--- src/logic/swrp_pkg.sv ---
// package: register map, field positions, reset values and carriers for the serial write port
`default_nettype none
package swrp_pkg;
    // register addresses
    localparam logic [7:0] ADDR_RESET   = 8'h1a;
    localparam logic [7:0] ADDR_GENERAL = 8'h1b;
    localparam logic [7:0] ADDR_GAIN    = 8'h1c;
    localparam logic [7:0] ADDR_MODE    = 8'h1d;
    localparam logic [7:0] ADDR_OFFSET  = 8'h1f;
    localparam logic [7:0] ADDR_IMOD    = 8'h2f;
    // reset values
    localparam logic [7:0] RST_VALUE    = 8'h00;
    // field positions
    localparam int GEN_DIV_BIT   = 7;
    localparam int GEN_BIAS_BIT  = 4;
    localparam int GEN_DEMOD_BIT = 1;
    localparam int GAIN_DRV_BIT  = 7;
    localparam int GAIN_COR_BIT  = 6;
    localparam int GAIN_FB_LSB   = 2;
    localparam int GAIN_BB_LSB   = 0;
    localparam int MODE_CH_LSB   = 6;
    localparam int MODE_LO_LSB   = 0;
    localparam int OFS_I_LSB     = 0;
    localparam int OFS_Q_LSB     = 4;
    localparam int IMOD_LSB      = 2;
    // framing
    localparam int BYTE_BITS     = 8;

    // decoded register contents
    typedef struct packed {
        logic [7:0] general;
        logic [7:0] gain;
        logic [7:0] mode;
        logic [7:0] offset;
        logic [7:0] imod;
    } swrp_regs_s;

    // received byte from the shifter
    typedef struct packed {
        logic       isAddr;
        logic [7:0] value;
    } swrp_byte_s;
endpackage
`default_nettype wire

--- src/logic/swrp_sync.sv ---
// module: two-flop synchroniser for a single input pin
`default_nettype none
module swrp_sync
    import swrp_pkg::*;
(
    // clock and reset
    input  wire logic clk_sys,
    input  wire logic sys_rst,
    input  wire logic clkEn,
    // pin and synced level
    input  wire logic pinIn,
    output logic      syncOut
);
    logic stage1;

    always_ff @(posedge clk_sys)
    begin
        if (sys_rst)
        begin
            stage1  <= 1'b1;
            syncOut <= 1'b1;
        end
        else if (clkEn)
        begin
            stage1  <= pinIn;
            syncOut <= stage1;
        end
    end
endmodule
`default_nettype wire

--- src/logic/swrp_shifter.sv ---
// module: msb-first byte shifter framed by select, clocked on serial clock rising edges
`default_nettype none
module swrp_shifter
    import swrp_pkg::*;
(
    // clock and reset
    input  wire logic clk_sys,
    input  wire logic sys_rst,
    input  wire logic clkEn,
    // synced serial pins
    input  wire logic sclkRise,
    input  wire logic selectN,
    input  wire logic dataBit,
    // received byte
    output var swrp_byte_s rxByte,
    output logic           rxValid
);
    logic [6:0] shiftReg;
    logic [2:0] bitCount;
    logic       haveAddr;

    always_ff @(posedge clk_sys)
    begin
        if (sys_rst)
        begin
            shiftReg <= 7'h00;
            bitCount <= 3'h0;
            haveAddr <= 1'b0;
            rxByte   <= '0;
            rxValid  <= 1'b0;
        end
        else if (clkEn)
        begin
            rxValid <= 1'b0;
            if (selectN)
            begin
                bitCount <= 3'h0;
                haveAddr <= 1'b0;
            end
            else if (sclkRise)
            begin
                shiftReg <= {shiftReg[5:0], dataBit};
                bitCount <= bitCount + 3'h1;
                if (bitCount == 3'h7)
                begin
                    rxByte.value  <= {shiftReg, dataBit};
                    rxByte.isAddr <= ~haveAddr;
                    rxValid       <= 1'b1;
                    haveAddr      <= 1'b1;
                end
            end
        end
    end
endmodule
`default_nettype wire

--- src/logic/swrp_port.sv ---
// module: serial write-only control port and its register bank
`default_nettype none
// Summary of operation
// - a transaction is one address byte, optionally followed by any number of data bytes, each written into that register
// - serial data is sampled on each rising edge of the serial clock
// - every address has a fixed direction; none is both readable and writable
// - only write registers exist; the read-data line is never driven
// - address 1a is a data-less reset command, acted on from the address alone
// - general, gain/output and mode registers decode at 1b, 1c, 1d
// - offset correction register decodes at 1f
// - registers keep their contents while the digital supply stays up
// - gain register bit 6 enables quadrature phase correction
// - gain register bit 7 selects output drive strength and bandwidth
// - register 2f holds the mixer intermodulation tuning bits
// - lo tuning field resets to 0000; host writes 1111 with correction on
// - i and q channels each carry their own offset correction value
// - each channel sums 60, 120, 180 mv sources of either polarity
// - addresses not owned by this device are ignored for shared wiring
// - reset command clears every register and enters powersave
// - port disabled holds registers in reset, forcing bias and demod enables
module swrp_port
    import swrp_pkg::*;
(
    // clock and reset
    input  wire logic clk_sys,
    input  wire logic sys_rst,
    input  wire logic clkEn,
    // serial pins
    input  wire logic serialClk,
    input  wire logic serial_cmd_in,
    input  wire logic select_n,
    input  wire logic port_disable_n,
    // read-data pin
    output logic      readData,
    output logic      readDataOe,
    // decoded controls
    output logic      lo_div_two,
    output logic      bias_enable,
    output logic      demod_enable,
    output logic      powersave,
    output logic      output_drive_boost,
    output logic      phase_correct_enable,
    output logic [2:0] front_gain,
    output logic [1:0] baseband_gain,
    output logic [1:0] channel_select,
    output logic [3:0] lo_level_tune,
    output logic [3:0] offsetI,
    output logic [3:0] offsetQ,
    output logic [5:0] intermod_tune
);
    // ********************************
    // pin synchronisers
    // ********************************
    logic sclkSync;
    logic dataSync;
    logic selSync;
    logic disSync;
    logic sclkLast;
    logic sclkRise;

    swrp_sync u_syncClk
    (
        .clk_sys (clk_sys),
        .sys_rst (sys_rst),
        .clkEn   (clkEn),
        .pinIn   (serialClk),
        .syncOut (sclkSync)
    );
    swrp_sync u_syncData
    (
        .clk_sys (clk_sys),
        .sys_rst (sys_rst),
        .clkEn   (clkEn),
        .pinIn   (serial_cmd_in),
        .syncOut (dataSync)
    );
    swrp_sync u_syncSel
    (
        .clk_sys (clk_sys),
        .sys_rst (sys_rst),
        .clkEn   (clkEn),
        .pinIn   (select_n),
        .syncOut (selSync)
    );
    swrp_sync u_syncDis
    (
        .clk_sys (clk_sys),
        .sys_rst (sys_rst),
        .clkEn   (clkEn),
        .pinIn   (port_disable_n),
        .syncOut (disSync)
    );

    always_ff @(posedge clk_sys)
    begin
        if (sys_rst)
            sclkLast <= 1'b1;
        else if (clkEn)
            sclkLast <= sclkSync;
    end

    assign sclkRise = sclkSync & ~sclkLast;

    // ********************************
    // byte receiver
    // ********************************
    swrp_byte_s rxByte;
    logic       rxValid;

    swrp_shifter u_shifter
    (
        .clk_sys  (clk_sys),
        .sys_rst  (sys_rst),
        .clkEn    (clkEn),
        .sclkRise (sclkRise),
        .selectN  (selSync | ~disSync),
        .dataBit  (dataSync),
        .rxByte   (rxByte),
        .rxValid  (rxValid)
    );

    // ********************************
    // address decode and register bank
    // ********************************
    logic [7:0] curAddr;
    logic       addrOwned;
    logic       resetCmd;
    swrp_regs_s regs;

    // owned data addresses only; the reset address takes no data
    assign addrOwned = (curAddr == ADDR_GENERAL) || (curAddr == ADDR_GAIN) || (curAddr == ADDR_MODE)
                    || (curAddr == ADDR_OFFSET) || (curAddr == ADDR_IMOD);
    assign resetCmd  = rxValid && rxByte.isAddr && (rxByte.value == ADDR_RESET);

    always_ff @(posedge clk_sys)
    begin
        if (sys_rst)
            curAddr <= 8'h00;
        else if (clkEn && rxValid && rxByte.isAddr)
            curAddr <= rxByte.value;
    end

    // contents persist while powered; sys_rst, port disable and the reset command clear them
    always_ff @(posedge clk_sys)
    begin
        if (sys_rst || !disSync || resetCmd)
            regs <= {5{RST_VALUE}};
        else if (clkEn && rxValid && !rxByte.isAddr && addrOwned)
        begin
            unique case (curAddr)
                ADDR_GENERAL: regs.general <= rxByte.value;
                ADDR_GAIN:    regs.gain    <= rxByte.value;
                ADDR_MODE:    regs.mode    <= rxByte.value;
                ADDR_OFFSET:  regs.offset  <= rxByte.value;
                ADDR_IMOD:    regs.imod    <= rxByte.value;
                default:      regs         <= regs;
            endcase
        end
    end

    // ********************************
    // outputs
    // ********************************
    assign readData   = 1'b0;
    assign readDataOe = 1'b0;

    always_ff @(posedge clk_sys)
    begin
        if (sys_rst)
        begin
            lo_div_two           <= 1'b0;
            bias_enable          <= 1'b0;
            demod_enable         <= 1'b0;
            powersave            <= 1'b1;
            output_drive_boost   <= 1'b0;
            phase_correct_enable <= 1'b0;
            front_gain           <= 3'h0;
            baseband_gain        <= 2'h0;
            channel_select       <= 2'h0;
            lo_level_tune        <= 4'h0;
            offsetI              <= 4'h0;
            offsetQ              <= 4'h0;
            intermod_tune        <= 6'h00;
        end
        else if (clkEn)
        begin
            lo_div_two           <= regs.general[GEN_DIV_BIT];
            bias_enable          <= regs.general[GEN_BIAS_BIT] | ~disSync;
            demod_enable         <= regs.general[GEN_DEMOD_BIT] | ~disSync;
            powersave            <= ~(regs.general[GEN_BIAS_BIT] | ~disSync);
            output_drive_boost   <= regs.gain[GAIN_DRV_BIT];
            phase_correct_enable <= regs.gain[GAIN_COR_BIT];
            front_gain           <= regs.gain[GAIN_FB_LSB +: 3];
            baseband_gain        <= regs.gain[GAIN_BB_LSB +: 2];
            channel_select       <= regs.mode[MODE_CH_LSB +: 2];
            lo_level_tune        <= regs.mode[MODE_LO_LSB +: 4];
            offsetI              <= regs.offset[OFS_I_LSB +: 4];
            offsetQ              <= regs.offset[OFS_Q_LSB +: 4];
            intermod_tune        <= regs.imod[IMOD_LSB +: 6];
        end
    end

    // ********************************
    // assertions
    // ********************************
    a_read_idle: assert property (@(posedge clk_sys) disable iff (sys_rst) !readDataOe)
        else $error("read line driven");
    a_reset_cmd: assert property (@(posedge clk_sys) disable iff (sys_rst)
        resetCmd |=> (regs == '0))
        else $error("reset command left registers set");
    a_disable_hold: assert property (@(posedge clk_sys) disable iff (sys_rst)
        !disSync |=> (regs == '0))
        else $error("registers not held while disabled");
    a_disable_force: assert property (@(posedge clk_sys) disable iff (sys_rst)
        (clkEn && !disSync) |=> (bias_enable && demod_enable))
        else $error("bias or demod not forced");
    a_gain_write: assert property (@(posedge clk_sys) disable iff (sys_rst)
        (clkEn && disSync && rxValid && !rxByte.isAddr && curAddr == ADDR_GAIN)
        |=> (regs.gain == $past(rxByte.value)))
        else $error("gain write lost");
    a_offset_write: assert property (@(posedge clk_sys) disable iff (sys_rst)
        (clkEn && disSync && rxValid && !rxByte.isAddr && curAddr == ADDR_OFFSET)
        |=> (regs.offset == $past(rxByte.value)))
        else $error("offset write lost");
    a_general_write: assert property (@(posedge clk_sys) disable iff (sys_rst)
        (clkEn && disSync && rxValid && !rxByte.isAddr && curAddr == ADDR_GENERAL)
        |=> (regs.general == $past(rxByte.value)))
        else $error("general write lost");
    a_mode_write: assert property (@(posedge clk_sys) disable iff (sys_rst)
        (clkEn && disSync && rxValid && !rxByte.isAddr && curAddr == ADDR_MODE)
        |=> (regs.mode == $past(rxByte.value)))
        else $error("mode write lost");
    a_imod_write: assert property (@(posedge clk_sys) disable iff (sys_rst)
        (clkEn && disSync && rxValid && !rxByte.isAddr && curAddr == ADDR_IMOD)
        |=> (regs.imod == $past(rxByte.value)))
        else $error("intermod write lost");
    a_drive_follow: assert property (@(posedge clk_sys) disable iff (sys_rst)
        clkEn |=> (output_drive_boost == $past(regs.gain[GAIN_DRV_BIT])))
        else $error("output drive mismatch");
    a_lo_follow: assert property (@(posedge clk_sys) disable iff (sys_rst)
        clkEn |=> (lo_level_tune == $past(regs.mode[MODE_LO_LSB +: 4])))
        else $error("lo tuning mismatch");
    a_unmapped_keep: assert property (@(posedge clk_sys) disable iff (sys_rst)
        (disSync && !resetCmd && !(rxValid && !rxByte.isAddr && addrOwned)) |=> $stable(regs))
        else $error("registers changed without a write");
    a_cor_follow: assert property (@(posedge clk_sys) disable iff (sys_rst)
        clkEn |=> (phase_correct_enable == $past(regs.gain[GAIN_COR_BIT])))
        else $error("phase correct enable mismatch");

    c_reset_cmd:  cover property (@(posedge clk_sys) resetCmd);
    c_gain_write: cover property (@(posedge clk_sys) rxValid && !rxByte.isAddr && curAddr == ADDR_GAIN);
    c_disabled:   cover property (@(posedge clk_sys) !disSync);
endmodule
`default_nettype wire

--- config.mk ---
export PLATFORM = sky130hd
export DESIGN_NAME = swrp_port
export DESIGN_NICKNAME = d
export VERILOG_FILES = /design/src/logic/swrp_pkg.sv /design/src/logic/swrp_sync.sv /design/src/logic/swrp_shifter.sv /design/src/logic/swrp_port.sv
export SDC_FILE = /design/constraint.sdc
export NUM_CORES = 1
export LEC_CHECK = 0
export ABC_AREA = 1
export ABC_CLOCK_PERIOD_IN_PS = 3150
export BUFFER_PORTS_ARGS = -buffer_cell sky130_fd_sc_hd__buf_2
export CAP_MARGIN = 10
export CORE_MARGIN = 2
export CORE_UTILIZATION = 55
export CTS_BUF_LIST = sky130_fd_sc_hd__clkbuf_8
export DETAILED_ROUTE_END_ITERATION = 8
export PLACE_DENSITY_LB_ADDON = 0.2
export SYNTH_ARGS = -nofsm -noshare
export SYNTH_HDL_FRONTEND = slang
export SYNTH_HIERARCHICAL = 1
export SYNTH_SLANG_ARGS = --single-unit
--- constraint.sdc ---
create_clock -name clk_sys -period 3.15 [get_ports clk_sys]
set_clock_uncertainty 0.2 [all_clocks]
set_input_delay 0.1575 -clock clk_sys [delete_from_list [all_inputs] [get_ports clk_sys]]
set_output_delay 0.1575 -clock clk_sys [all_outputs]
set_load 0.01 [all_outputs]
# Word level (Yosys, flattened, before mapping)
# Cells that the tools add are included.
dict set report word_totals {
  regBits 109
  word_cells 84
  input_bits 7
  out_inout_bits 33
}
dict set report op_classes {
  n_eq_ne 7
  add_sub_neg 1
  bitwise_logic 9
  muxes 8
  n_reduce_logical 25
}
# cell n
set op_table {}
lappend op_table {{8-bit by 5-bit equality test with 1-bit output, second input constant} 5}
lappend op_table {{2-bit AND reduction} 6}
lappend op_table {{8-bit by 6-bit equality test with 1-bit output, second input constant} 1}
lappend op_table {{1-bit logical AND} 6}
lappend op_table {{1-bit logical OR} 6}
lappend op_table {{1-bit two-way mux} 6}
lappend op_table {{3-bit two-way mux} 2}
lappend op_table {{3-bit AND reduction} 2}
lappend op_table {{1-bit inverter} 5}
lappend op_table {{4-bit AND reduction} 1}
lappend op_table {{2-bit nonzero test} 2}
lappend op_table {{3-bit by 1-bit adder with 3-bit output, second input constant} 1}
lappend op_table {{3-bit equality test, second input constant} 1}
lappend op_table {{1-bit OR} 3}
lappend op_table {{1-bit zero test} 2}
lappend op_table {{1-bit AND} 1}

# Logic depth before layout (Yosys ltp)
# Gate-level depths: netlist of run 1.
dict set report logic_depth {
  word_depth 7
  depth_mapped 11
  mapped_depth_nobuf 10
}

# Hierarchy
# Netlist of run 1, hierarchy kept.
# mod area_per_inst_um2 n_inst cells_per_inst
set by_module_without_submodules {}
lappend by_module_without_submodules {swrp_port 2745.1 1 356}
lappend by_module_without_submodules {swrp_shifter 877.1 1 123}
lappend by_module_without_submodules {swrp_sync 72.6 4 10}

# Worst setup path after synthesis of run 1
# OpenSTA, ideal clock, no wires.
dict set report synth_timing {
  path_type {register to register}
  startpoint {register u_syncDis.syncOut}
  endpoint {register, netlist name u_shifter/rxByte[7]}
  required_ns 2.837
  path_stages_with_launch 7
  arrival_time_ns 1.171
  setup_ns 0.113
  path_slack_ns 1.667
  path_cell_list {dfxtp_1 > inv_1 > or2_2 > nor2_2 > nand3_1 > nand2_1 > nor2_1}
}
dict set report synth_between {
  elab_chain_len 4
}
# item line_no
set synth_lines {}
lappend synth_lines {{start: declaration} swrp_sync.sv:12} ;# output logic syncOut
lappend synth_lines {{start signal: assignment} swrp_sync.sv:26} ;# syncOut <= stage1;
lappend synth_lines {{1-bit inverter} swrp_port.sv:116} ;# .selectN (selSync | ~disSync),
lappend synth_lines {{1-bit OR} swrp_port.sv:116}
lappend synth_lines {{1-bit inverter (no line)} --}
lappend synth_lines {{4-bit AND reduction (no line)} --}
# No other way between the ends.
# A chain may end at the register's enable or synchronous reset.

# Final worst setup path of run 1
dict set report layout_timing {
  startpoint {register, netlist name u_shifter/rxByte[7]}
  endpoint {register regs[17] (netlist name)}
}
dict set report layout_between {
  elab_chain_len 3
}
# item line_no
set layout_lines {}
lappend layout_lines {{8-bit by 5-bit equality test with 1-bit output} swrp_port.sv:133} ;# assign resetCmd = rxValid && rxByte.isAddr && (rxByte.value == ADDR_RESET);
lappend layout_lines {{1-bit logical AND} swrp_port.sv:133}
lappend layout_lines {{1-bit logical OR} swrp_port.sv:146} ;# if (sys_rst || !disSync || resetCmd)
lappend layout_lines {{end signal: assignment} swrp_port.sv:147} ;# regs <= {5{RST_VALUE}};
lappend layout_lines {{end signal: assignment} swrp_port.sv:156} ;# default: regs <= regs;
lappend layout_lines {{end: declaration} swrp_port.sv:128} ;# swrp_regs_s regs;
# No other way between the ends.

==> results of run 1 <==
worst paths after layout:
| path | start | endpoint | slack, ns |
|---|---|---|---|
| min | clkEn | phase_correct_enable | 0.04 |
| max | u_shifter/rxByte[7] | regs[17] | 1.26 |
| min reg2reg | regs[25] | baseband_gain[1] | 0.26 |
| max reg2reg | u_shifter/rxByte[7] | regs[17] | 1.26 |
state kept, by name (all words and copies together), names as in the netlist, 2 cells and up:
name and cells:
curAddr 8, u_shifter/shiftReg 7, channel_select 2, regs 30
u_shifter/rxByte 9, baseband_gain 2, offsetQ 4, u_shifter/bitCount 3
front_gain 3, lo_level_tune 4, intermod_tune 6, offsetI 4
power by group through the flow:
| stage | Combinational, W | Sequential (W) | Clock (W) |
|---|---|---|---|
| global route | 0.000155 | 0.00130 | 0.000806 |
| floorplan | 0.0000801 | 0.00133 | 0 |
| CTS | 0.000136 | 0.00129 | 0.000754 |
| finish | 0.000135 | 0.00129 | 0.000735 |
| global placement | 0.000127 | 0.00132 | 0 |
| detailed placement | 0.000131 | 0.00132 | 0 |
per-stage QoR:
| stage | total power, W | utilization, % | hold WS (ns) | setup slack (ns) | cell area (sq um) |
|---|---|---|---|---|---|
| finish | 0.00216 | 63.6 | 0.0359 | 1.26 | 4340 |
| CTS | 0.00218 | 63.6 | 0.0226 | 1.25 | 4340 |
| global placement | 0.00145 | 60.2 | 0.168 | 1.30 | 4120 |
| detailed placement | 0.00145 | 60.2 | 0.173 | 1.27 | 4120 |
| global route | 0.00226 | 63.6 | 0.0585 | 1.04 | 4340 |
| floorplan | 0.00141 | - | 0.0266 | 1.67 | 3920 |
worst max-delay path, cell delays in order (launching register included):
cell	delay (ns)
sky130_fd_sc_hd__dfxtp_1	0.53
sky130_fd_sc_hd__nand3b_1	0.16
sky130_fd_sc_hd__nor2_1	0.05
sky130_fd_sc_hd__nor2_1	0.10
sky130_fd_sc_hd__nand2_2	0.21
sky130_fd_sc_hd__inv_1	0.36
sky130_fd_sc_hd__nand2_1	0.12
sky130_fd_sc_hd__nor2_2	0.10
cells in the final DEF, fill, tap and decap left out, types with 4 or more instances in the layout:
| cell type | synthesis | routed |
|---|---|---|
| sky130_fd_sc_hd__dlygate4sd3_1 | 0 | 5 |
| sky130_fd_sc_hd__nand3_1 | 33 | 33 |
| sky130_fd_sc_hd__nor2_4 | 4 | 4 |
| sky130_fd_sc_hd__nand2_2 | 7 | 7 |
| sky130_fd_sc_hd__a21oi_1 | 41 | 41 |
| sky130_fd_sc_hd__o21ai_0 | 36 | 36 |
| sky130_fd_sc_hd__inv_1 | 52 | 52 |
| sky130_fd_sc_hd__dfxtp_1 | 99 | 99 |
| sky130_fd_sc_hd__nor2_1 | 93 | 93 |
| sky130_fd_sc_hd__buf_2 | 4 | 37 |
| sky130_fd_sc_hd__nand2_1 | 95 | 95 |
| sky130_fd_sc_hd__nor2_2 | 9 | 9 |
| sky130_fd_sc_hd__a211oi_1 | 8 | 8 |
| sky130_fd_sc_hd__clkbuf_8 | 0 | 10 |
what timing repair did:
item | in CTS | in global routing
buffers inserted | 0 | 0
endpoints found under the hold margin | 10 | 0
hold buffers | 5 | 0
final cells by class:
| class | count | share of cell area [%] |
|---|---|---|
| Clock inverter | 6 | 0.922 |
| Inverter | 58 | 5.01 |
| Clock buffer | 10 | 3.17 |
| Sequential cell | 99 | 45.6 |
| Timing Repair Buffer | 44 | 5.76 |
| Tap cell | 96 | 2.77 |
| Multi-Input combinational cell | 342 | 36.7 |
layer usage:
metal | vias up | share of wire (%) | track usage, %
li1 | 1709 | - | -
met1 | 1425 | 49 | 27.2
met2 | 58 | 45 | 34.0
met3 | 13 | 3.9 | 4.85
met4 | 0 | 2.0 | 8.95
met5 | - | 0 | 0
logic make-up (layout without fill, tap and decap cells):
kind of cell    count (synthesis)  in the layout  synth area share, %
simple gates                  249            249                 27.8
flops                          99             99                 50.7
compound gates                 89             89                 12.2
buf+inv                        79            118                 8.67
fa+ha+maj                       2              2                0.639
other cells                     1              2               0.0958
cell usage after synthesis, types with 2 or more instances:
library cell | instances | area, sq um
sky130_fd_sc_hd__dfxtp_1 | 99 | 1980
sky130_fd_sc_hd__nand2_1 | 95 | 357
sky130_fd_sc_hd__nor2_1 | 93 | 349
sky130_fd_sc_hd__inv_1 | 52 | 195
sky130_fd_sc_hd__a21oi_1 | 41 | 205
sky130_fd_sc_hd__o21ai_0 | 36 | 180
sky130_fd_sc_hd__nand3_1 | 33 | 165
sky130_fd_sc_hd__clkbuf_1 | 11 | 41.3
sky130_fd_sc_hd__nor2_2 | 9 | 56.3
sky130_fd_sc_hd__a211oi_1 | 8 | 60.1
sky130_fd_sc_hd__nand2_2 | 7 | 43.8
sky130_fd_sc_hd__buf_2 | 4 | 20.0
sky130_fd_sc_hd__buf_6 | 4 | 45.0
sky130_fd_sc_hd__nor2_4 | 4 | 45.0
sky130_fd_sc_hd__clkinv_1 | 3 | 11.3
sky130_fd_sc_hd__inv_2 | 3 | 11.3
sky130_fd_sc_hd__nand4_1 | 3 | 18.8
sky130_fd_sc_hd__buf_4 | 2 | 15.0
sky130_fd_sc_hd__ha_1 | 2 | 25.0
sky130_fd_sc_hd__o211ai_1 | 2 | 15.0
==> reports/metrics.sh, run 1 <==
CLK_LATENCY_NS=0.36
CELLPOWERDENSITY_nW_PER_UM2=498
ASYNC_RESET_FF_SHARE_PCT=0
FINAL_NET_COUNT=563
CTS.SINK_COUNT=99
FINALHOLDVIOLATIONS=0
DETAILROUTE.VIA_COUNT=3205
IR_DROP_mV=0.245
RSZ0062_AT_GRT='no'
LAYOUTNONFILLERINSTCOUNT=655
CRITPATHKIND='reg -> reg'
CLK_PIN_SLEW_WORST_PATHS_NS=0.09
FRACTION_OF_THE_YOSYS_AREA_TAKEN_BY_SEQUENTIAL_CELLS_PCT=50.7
IO_BUFFERS=37
DIE_AREA_SQ_UM=7800
FINAL_PERIOD_MINUS_WORST_SETUP_SLACK_NS=1.89
COMBPWRFRAC_PCT=6.2
HPWL_MM=5.22
NUMPLACEDINSTANCES=634
NUMBER_OF_GLOBAL_ROUTE_VIAS_BEFORE_REPAIR=2889
HOLDPATHSTAGES=2
WL_PER_CELL_UM=11.5
NFILLCELLS=656
CORE_SQ_UM=6830
POST_SYNTH_NUM_CELL_TYPES=28
CP_DATA_REQUIRED_TIME_NS=3.26
SEQCELLAREA_SQ_UM=1980
GRT-OVFL-TOTAL=0
ROUTE.ANTENNA.REMAINING_NETS=0
EFFECTIVE_UTILIZATION_AT_FLOORPLAN_PCT=57.3
CTS_ROOT_BUF='sky130_fd_sc_hd__clkbuf_8'
WORST_SETUP_PATH_END_KIND='register'
GRT_USAGE_PCT=21.1
FIN_TNS_SETUP_NS=0
SWITCHING_SHARE_PCT=24.4
H_TREE_DEPTH_REPORTED_BY_CTS=3
DRC_ERRORS=0
CLOCK_POWER_SHARE_PCT=34.0
HOLD_PATH.CLASS='in -> reg'
CRITPATHMAXFANOUT=18
WORST_SETUP_PATH_START_KIND='register'
ANTENNA_FOUND_INITIAL=0
MAPPEDNETLISTAREA_SQ_UM=3910
DIE_W_UM=88.3
SETUP_VIOL=0
R2R_CELLS=7
DOMINANTREGCELLSYNTH='sky130_fd_sc_hd__dfxtp_1'
MAX_FREQ_MHz=529
NUMBER_OF_FLOPS_MAPPED_TO_ENABLE_CELLS_BY_YOSYS=0
NUM_IO_PINS=40
SEQ_POWER_SHARE_PCT=59.8
YS_WARN_COUNT=6
POST_DRT_VIA_CELL_RATIO=4.89
GRT_MAX_DEGREE=48
FINAL.PERIOD_UTILIZATION_PCT=60.0
DRT-TOTAL-WL_MM=7.56
YS_SEQ_ELEMENTS=99
FINAL_MAX_SLEW_VIOL_COUNT=0
CTSLONGESTPATHBUFFERS=2
GLOBAL_ROUTE_WIRE_LENGTH_BEFORE_REPAIR_MM=12.7
WORSTPATHARRIVAL_NS=1.99
SYNTHCELLS=519
CHIPHEIGHT_UM=88.3
CTS_MADE_BUFFERS=9
NETSWITCHINGPOWER_W=0.000527
DRT-INITIAL-DRC-COUNT=146
GP_CONGESTION=0.799
INTERNAL_POWER_W=0.00163
N_ANTENNA_CELL=0
OUTCOME='complete, no violations'
CELLLEAKAGEPOWER_nW=1.93
CTS_REPAIR_RESIZE_COUNT=0
MULTIINPUTGATEAREA_SQ_UM=1600
PLACEMENTROWS=30
NUMBER_OF_MAXIMUM_CAPACITANCE_CONSTRAINT_VIOLATIONS=0
POST_ROUTE_CELLS_DRIVE_ABOVE_1_SHARE_PCT=14.7
TRITONCTS='built'
SYNTH_AREA_PER_CELL_SQ_UM=7.54
POST_SYNTHESIS_TO_FINAL_LAYOUT_AREA_GROWTH_PCT=11.0
DRT_FIRST_PASS_ITERS=5
Power figures use the tool's default switching activity.
==> inputs of run 2 (changes only) <==
--- a/config.mk
+++ b/config.mk
@@ -6,7 +6,7 @@
 export NUM_CORES = 1
 export LEC_CHECK = 0
 export ABC_AREA = 1
-export ABC_CLOCK_PERIOD_IN_PS = 3150
+export ABC_CLOCK_PERIOD_IN_PS = 1700
 export BUFFER_PORTS_ARGS = -buffer_cell sky130_fd_sc_hd__buf_2
 export CAP_MARGIN = 10
 export CORE_MARGIN = 2
==> constraint.sdc (replaced) <==
create_clock -name clk_sys -period 1.7 [get_ports clk_sys]
set_clock_uncertainty 0.2 [all_clocks]
set_input_delay 0.085 -clock clk_sys [delete_from_list [all_inputs] [get_ports clk_sys]]
set_output_delay 0.085 -clock clk_sys [all_outputs]
set_load 0.01 [all_outputs]
==> reports/metrics.sh, run 2 (synthesis gave the netlist of run 1 again) <==
OUTCOME='complete, no violations'
SEQCELLAREA_SQ_UM=1990  # +0.25%
NUMBER_OF_GLOBAL_ROUTE_VIAS_BEFORE_REPAIR=2829  # -2.1%
HPWL_MM=5.59  # +7.1%
DRT-TOTAL-WL_MM=8.48  # +12%
FINAL_PERIOD_MINUS_WORST_SETUP_SLACK_NS=1.58  # -0.307 ns
CHIPHEIGHT_UM=88.3  # unchanged
CLK_LATENCY_NS=0.38  # +0.02 ns
FINAL_NET_COUNT=589  # +4.6%
CTS_MADE_BUFFERS=9  # unchanged
HOLDPATHSTAGES=3  # +1
FIN_AREA_SQ_UM=4630  # +6.6%
GRT_USAGE_PCT=21.8  # +0.72 points
ANTENNA_FOUND_INITIAL=0  # unchanged
EFFECTIVE_UTILIZATION_AT_FLOORPLAN_PCT=57.3  # unchanged
NUMBER_OF_MAXIMUM_CAPACITANCE_CONSTRAINT_VIOLATIONS=0  # unchanged
CTS.SINK_COUNT=99  # unchanged
PLACEMENTROWS=30  # unchanged
HOLD_PATH.CLASS='in -> reg'
DRC_ERRORS=0  # unchanged
R2R_CELLS=9  # +2
FINALHOLDVIOLATIONS=0  # unchanged
POST_ROUTE_CELLS_DRIVE_ABOVE_1_SHARE_PCT=19.8  # +5.2 points
GRT-OVFL-TOTAL=0  # unchanged
CRITPATHKIND='reg -> reg'
N_ANTENNA_CELL=0  # unchanged
CTS_ROOT_BUF='sky130_fd_sc_hd__clkbuf_8'
CP_DATA_REQUIRED_TIME_NS=1.81  # -1.45 ns
DRT-INITIAL-DRC-COUNT=146  # unchanged
MULTIINPUTGATEAREA_SQ_UM=1650  # +3.6%
TRITONCTS='built'
H_TREE_DEPTH_REPORTED_BY_CTS=3  # unchanged
MAX_FREQ_MHz=632  # +19%
HOLD_SP='clkEn'
MAX_FLOP_REGISTER='regs'
FINAL_MAX_SLEW_VIOL_COUNT=0  # unchanged
NUM_IO_PINS=40  # unchanged
GRT_MAX_DEGREE=56  # +17%
DIE_W_UM=88.3  # unchanged
LAYOUT.CELLS.MOST_COMMON_LIST='sky130_fd_sc_hd__dfxtp_1, sky130_fd_sc_hd__nor2_1, sky130_fd_sc_hd__nand2_1'
GP_CONGESTION=0.784  # -2.0%
DIE_AREA_SQ_UM=7800  # unchanged
CORE_SQ_UM=6830  # unchanged
RR_STARTPOINT='curAddr[7]'
FINAL.PERIOD_UTILIZATION_PCT=93.1  # +33 points
WORSTPATHARRIVAL_NS=1.69  # -0.30 ns
RRSETUPSLACK_NS=0.12  # -1.14 ns
LARGEST_REGISTER_FFS=30  # unchanged
LAYOUT_TOP_REGISTERS='regs (30), u_shifter/rxByte (9), curAddr (8)'
POST_DRT_VIA_CELL_RATIO=4.93  # +0.68%
PLACED_CELL_AREA_SQ_UM=4230  # +2.7%
WL_PER_CELL_UM=12.5  # +7.9%
WORST_SETUP_PATH_START_KIND='register'
POST_SYNTHESIS_TO_FINAL_LAYOUT_AREA_GROWTH_PCT=18.4
SETUP_VIOL=0  # unchanged
WORST_SETUP_PATH_END_KIND='register'
IO_BUFFERS=37  # unchanged
NFILLCELLS=598  # -8.8%
ROUTE.ANTENNA.REMAINING_NETS=0  # unchanged
DRT_FIRST_PASS_ITERS=4  # -1
GLOBAL_ROUTE_WIRE_LENGTH_BEFORE_REPAIR_MM=13.2  # +3.8%
RR_ENDPOINT='regs[23]'
CELLLEAKAGEPOWER_nW=2.06  # +6.9%
CLK_PIN_SLEW_WORST_PATHS_NS=0.11  # +0.02 ns
CELLPOWERDENSITY_nW_PER_UM2=879  # +77%
WORSTHOLDENDPOINT='intermod_tune[1]'
CTSLONGESTPATHBUFFERS=2  # unchanged
RSZ0062_AT_GRT='yes'
FIN_TNS_SETUP_NS=0  # unchanged
MOSTFREQUENTLAYOUTCELL='sky130_fd_sc_hd__dfxtp_1'
IR_DROP_mV=0.643  # +160%
DETAILROUTE.VIA_COUNT=3355  # +4.7%
CRITPATHMAXFANOUT=12  # -6
[run 2: cell types whose count changed in the layout (fill, tap and decap cells not counted), moves of 2 or more]
cell                            change
sky130_fd_sc_hd__dfxtp_1            -4
sky130_fd_sc_hd__nor2_1             -2
sky130_fd_sc_hd__clkinvlp_4         +4
sky130_fd_sc_hd__nand2_2            +3
sky130_fd_sc_hd__inv_6              +2
sky130_fd_sc_hd__buf_4             +18
sky130_fd_sc_hd__nand2_1            -4
sky130_fd_sc_hd__dfxtp_2            +4
sky130_fd_sc_hd__clkinv_2           -2
sky130_fd_sc_hd__nand3_4            +2
sky130_fd_sc_hd__nor2_4             +2
sky130_fd_sc_hd__dlygate4sd3_1      +3
sky130_fd_sc_hd__buf_12             +2
[run 2: metal layers]
| metal | track usage [%] | part of all wire (%) | vias up |
|---|---|---|---|
| li1 | - | - | 1761 |
| met1 | 29.1 | 46 | 1511 |
| met2 | 34.6 | 48 | 68 |
| met3 | 4.76 | 4.4 | 15 |
| met4 | 8.54 | 1.9 | 0 |
| met5 | 0 | 0 | - |
[run 2: worst max path at each step]
stage                                     start                  end  cells after the start
after CTS                 u_shifter/bitCount[0]  u_shifter/rxByte[4]                      7
final                                curAddr[7]             regs[23]                      9
after detailed placement  u_shifter/bitCount[0]  u_shifter/rxByte[4]                      7
after floorplan               u_syncDis/syncOut  u_shifter/rxByte[7]                      6
after global routing          u_shifter/rxValid             regs[23]                      9
after global placement               curAddr[4]             regs[18]                      9
[run 2: timing repair]
item,CTS,global route
resized for setup,0,20
hold buffers,8,0
setup endpoints to repair,0,38
endpoints found under the hold margin,18,0
buffers inserted,0,5
[run 2: area by class of cell]
type,instances,area share (%)
clock inverters,7,1.11
flip-flops and latches,99,42.9
multi-input cells,343,35.7
inverters,58,4.86
well taps,96,2.59
repair inverters,2,0.324
repair buffers,67,9.84
clock buffers,9,2.67
[run 2: worst max-delay path, cell delays in order, from the launching register on]
cell and delay (ns):
sky130_fd_sc_hd__dfxtp_1 0.33, sky130_fd_sc_hd__nor2_2 0.14, sky130_fd_sc_hd__nand2_2 0.12, sky130_fd_sc_hd__nor2_4 0.15, sky130_fd_sc_hd__nor2_2 0.06, sky130_fd_sc_hd__nand2_4 0.11
sky130_fd_sc_hd__nand3_4 0.16, sky130_fd_sc_hd__nand2_1 0.10, sky130_fd_sc_hd__nand2_1 0.06, sky130_fd_sc_hd__nor2_1 0.09
[run 2: stage by stage]
step / cells / util [%] / total power [W] / hold slack, ns / setup slack, ns
global placement: 649 / 61.9 / 0.00269 / 0.0937 / 0.0826
floorplan: 520 / - / 0.00261 / -0.0459 / 0.217
finish: 681 / 67.8 / 0.00407 / 0.101 / 0.117
CTS: 673 / 65.6 / 0.00408 / 0.0843 / 0.0287
global route: 681 / 67.8 / 0.00422 / 0.140 / -0.0285
detailed placement: 649 / 61.9 / 0.00270 / 0.0983 / 0.0565
[run 2: report_power, final]
group | switching [W] | internal (W) | leakage (nW) | total [W]
sequential | 0.0000241 | 0.00237 | 0.807 | 0.00240
clock | 0.000846 | 0.000543 | 0.0918 | 0.00139
combinational | 0.000179 | 0.000109 | 1.16 | 0.000287
==> inputs of run 3 (changes only) <==
--- a/config.mk
+++ b/config.mk
@@ -5,12 +5,11 @@
 export SDC_FILE = /design/constraint.sdc
 export NUM_CORES = 1
 export LEC_CHECK = 0
-export ABC_AREA = 1
 export ABC_CLOCK_PERIOD_IN_PS = 1700
 export BUFFER_PORTS_ARGS = -buffer_cell sky130_fd_sc_hd__buf_2
 export CAP_MARGIN = 10
 export CORE_MARGIN = 2
-export CORE_UTILIZATION = 55
+export CORE_UTILIZATION = 45
 export CTS_BUF_LIST = sky130_fd_sc_hd__clkbuf_8
 export DETAILED_ROUTE_END_ITERATION = 8
 export PLACE_DENSITY_LB_ADDON = 0.2
==> reports/metrics.sh, run 3 <==
POST-CTS-SETUP-BUFFERS=0  # unchanged
POST_SYNTHESIS_TO_FINAL_LAYOUT_AREA_GROWTH_PCT=16.4
CELLPOWERDENSITY_nW_PER_UM2=902  # +2.6%
ROUTE.ANTENNA.REMAINING_NETS=0  # unchanged
CORE_SQ_UM=8220  # +20%
FINAL_NET_COUNT=413  # -30%
NUM_IO_PINS=40  # unchanged
SYNTH_TOP_AREA_CELL='sky130_fd_sc_hd__dfxtp_1'
WL_PER_CELL_UM=13.3  # +6.7%
CRITPATHMAXFANOUT=11  # -1
SEQ_POWER_SHARE_PCT=58.7  # about the same
OUTCOME='complete, no violations'
POST_SYNTH_NUM_CELL_TYPES=38  # +36%
DRT-INITIAL-DRC-COUNT=61  # -58%
GRT_MAX_DEGREE=48  # -14%
SLOWEST_STAGE='sky130_fd_sc_hd__dlygate4sd3_1'
CRITPATHKIND='in -> reg'
MAPPEDNETLISTAREA_SQ_UM=3810  # -2.7%
RR_ENDPOINT='regs[10]'
RR_STARTPOINT='u_shifter/rxValid'
SLOWEST_DELAY_NS=0.55  # +0.22 ns
HPWL_MM=4.63  # -17%
POST_DRT_VIA_CELL_RATIO=4.96  # +0.58%
CRITICAL-PATH-TOP-CELL-BY-COUNT='sky130_fd_sc_hd__dlygate4sd3_1'
MAX_FLOP_REGISTER='regs'
H_TREE_DEPTH_REPORTED_BY_CTS=3  # unchanged
N_ANTENNA_CELL=0  # unchanged
MAX_FREQ_MHz=625  # -1.1%
GRT-OVFL-TOTAL=0  # unchanged
CTS.SINK_COUNT=99  # unchanged
DOMINANTREGCELLSYNTH='sky130_fd_sc_hd__dfxtp_1'
YS_WARN_COUNT=6  # unchanged
HOLDPATHSTAGES=3  # unchanged
COMBPWRFRAC_PCT=4.6  # -2.5 points
DIE_AREA_SQ_UM=9210  # +18%
CELLLEAKAGEPOWER_nW=2.09  # +1.5%
WORST_SETUP_PATH_END_KIND='register'
HOLD_PATH.CLASS='in -> reg'
SETUP_VIOL=0  # unchanged
SYNTH.TOP_CELLS.BY_COUNT='sky130_fd_sc_hd__dfxtp_1, sky130_fd_sc_hd__mux2i_1, sky130_fd_sc_hd__nor2_1, sky130_fd_sc_hd__nand2b_1, sky130_fd_sc_hd__nor2b_1'
DRT_FIRST_PASS_ITERS=4  # unchanged
WORSTHOLDENDPOINT='powersave'
LAYOUT.CELLS.MOST_COMMON_LIST='sky130_fd_sc_hd__dfxtp_1, sky130_fd_sc_hd__mux2i_1, sky130_fd_sc_hd__nor2_1'
NUMBER_OF_GLOBAL_ROUTE_VIAS_BEFORE_REPAIR=2317  # -18%
CTSLONGESTPATHBUFFERS=2  # unchanged
FINAL_PERIOD_MINUS_WORST_SETUP_SLACK_NS=1.60  # +0.0177 ns
R2R_CELLS=5  # -4
EFFECTIVE_UTILIZATION_AT_FLOORPLAN_PCT=46.3  # -11 points
DIE_W_UM=96.0  # +8.7%
NUMBER_OF_MAXIMUM_CAPACITANCE_CONSTRAINT_VIOLATIONS=0  # unchanged
IR_DROP_mV=0.354  # -45%
SYNTH_MOST_COMMON_CELL='sky130_fd_sc_hd__dfxtp_1'
POST-SYNTH-TOP-AREA-FRACTION_PCT=52.1  # +1.4 points
LAYOUT_TOP_REGISTERS='regs (30), u_shifter/rxByte (9), curAddr (8)'
MOSTFREQUENTLAYOUTCELL='sky130_fd_sc_hd__dfxtp_1'
CRITICAL_PATH.CELL_CHAIN='dlygate4sd3_1 -> buf_2 -> a211o_1 -> dlygate4sd3_1'
NUMBER_OF_FLOPS_MAPPED_TO_ENABLE_CELLS_BY_YOSYS=0  # unchanged
SWITCHING_SHARE_PCT=22.4  # -3.3 points
POST-LAYOUT-TOTAL-POWER_W=0.00399  # -1.9%
FINALHOLDVIOLATIONS=0  # unchanged
CP_DATA_REQUIRED_TIME_NS=1.74  # -0.07 ns
ANTENNA_FOUND_INITIAL=0  # unchanged
GRT_USAGE_PCT=15.9  # -5.9 points
NFILLCELLS=754  # +26%
ASYNC_RESET_FF_SHARE_PCT=0  # unchanged
GP_CONGESTION=0.752  # -4.1%
HOLD_SP='clkEn'
NETSWITCHINGPOWER_W=0.000896  # -15%
CLK_PIN_SLEW_WORST_PATHS_NS=0.09  # -0.02 ns
POST_ROUTE_CELLS_DRIVE_ABOVE_1_SHARE_PCT=19.4  # -0.47 points
FINAL_MAX_SLEW_VIOL_COUNT=0  # unchanged
NETLIST_TOP_CELLS_AREA='sky130_fd_sc_hd__dfxtp_1, sky130_fd_sc_hd__mux2i_1, sky130_fd_sc_hd__nor2_1'
HOLDWS_NS=0.0967  # -0.00411 ns
PLACED_CELL_AREA_SQ_UM=4170  # -1.3%
RSZ0062_AT_GRT='yes'
CTS_REPAIR_RESIZE_COUNT=0  # unchanged
DRC_ERRORS=0  # unchanged
CLOCK_POWER_SHARE_PCT=36.7  # +2.6 points
WORST_SETUP_PATH_START_KIND='input pin'
SYNTHCELLS=350  # -33%
LARGEST_REGISTER_FFS=30  # unchanged
PLACEMENTROWS=33  # +10%
RRSETUPSLACK_NS=0.11  # about the same
WORSTPATHARRIVAL_NS=1.64  # -0.05 ns
INTERNAL_POWER_W=0.00310  # +2.5%
CTS_MADE_BUFFERS=9  # unchanged
YS_SEQ_ELEMENTS=99  # unchanged
GLOBAL_ROUTE_WIRE_LENGTH_BEFORE_REPAIR_MM=11.3  # -14%
CLK_LATENCY_NS=0.35  # -0.03 ns
DRT-TOTAL-WL_MM=6.81  # -20%
CTS_ROOT_BUF='sky130_fd_sc_hd__clkbuf_8'
FINAL.PERIOD_UTILIZATION_PCT=94.2  # +1.0 points
TRITONCTS='built'
IO_BUFFERS=37  # unchanged
SYNTH_AREA_PER_CELL_SQ_UM=10.9  # +44%
DETAILROUTE.VIA_COUNT=2542  # -24%
CHIPHEIGHT_UM=96.0  # +8.7%
FRACTION_OF_THE_YOSYS_AREA_TAKEN_BY_SEQUENTIAL_CELLS_PCT=52.1  # +1.4 points
FIN_AREA_SQ_UM=4430  # -4.3%
[run 3: cell types whose count changed in the layout (fill, tap and decap cells not counted), sizes merged, moves of 9 or more]
cell and delta:
nor2b +11, nor2 -38, nand2b +21, nand2 -103, a21oi -40, o21ai -35
inv -51, mux2i +81, a211o +9, nand3 -33
[run 3: worst max path at each step]
stage                         from                  end  slack [ns]  cells after the start
3_5_place_dp            curAddr[7]              regs[9]        0.12                      5
3_3_place_gp   u_shifter/rxByte[3]             regs[13]        0.14                      5
4_1_cts                 curAddr[7]             regs[10]        0.10                      5
6_report                   sys_rst    u_syncData/stage1         0.1                      4
5_1_grt          u_shifter/rxValid              regs[7]      -0.006                      4
2_1_floorplan    u_syncClk/syncOut  u_shifter/rxByte[8]        0.19                      3
[run 3: logic make-up after synthesis]
logic type / Yosys count / share of synthesized area (%)
fa+ha+maj: 2 / 0.657
flops: 99 / 52.1
buf+inv: 24 / 3.68
simple gates: 122 / 17.7
compound gates: 20 / 4.11
other cells: 1 / 0.0985
mux: 82 / 21.7
[run 3: repair_timing]
item / 4_1_cts / 5_1_grt
setup endpoints to repair: 0 / 2
hold endpoints to repair: 11 / 0
hold buffers: 7 / 0
[run 3: layout make-up]
class / instances / area [sq um] / area share, %
repair buffers: 61 / 420 / 9.49
inverters: 5 / 18.8 / 0.424
flip-flops and latches: 99 / 1980 / 44.7
clock buffers: 9 / 124 / 2.80
well taps: 105 / 131 / 2.97
clock inverters: 6 / 65.1 / 1.47
multi-input cells: 228 / 1690 / 38.1
[run 3: power by group through the flow]
stage / logic [W] / clock network [W] / registers (W)
finish: 0.000184 / 0.00147 / 0.00235
global route: 0.000203 / 0.00162 / 0.00235
CTS: 0.000187 / 0.00152 / 0.00235
detailed placement: 0.000173 / 0 / 0.00240
global placement: 0.000171 / 0 / 0.00240
floorplan: 0.000119 / 0 / 0.00240
[run 3: stage by stage]
stage	cells	setup TNS (ns)	setup WS [ns]	util [%]
floorplan	351	0	0.188	-
global placement	491	0	0.137	50.8
detailed placement	491	0	0.120	50.8
CTS	513	0	0.102	53.9
global route	513	-0.00624	-0.00624	53.9
finish	513	0	0.0992	53.9
[run 3: metal layers]
| layer | vias to the layer above | global-route usage, % | wire [um] |
|---|---|---|---|
| met3 | 4 | 3.05 | 165 |
| met5 | - | 0 | 0 |
| met1 | 1196 | 21.8 | 3530 |
| li1 | 1309 | - | - |
| met2 | 33 | 24.7 | 3080 |
| met4 | 0 | 6.43 | 45 |
[run 3: critical path, delay by kind of cell]
kind,cells,cell delay [ns]
buf+inv,3,1.28
compound gates,1,0.28
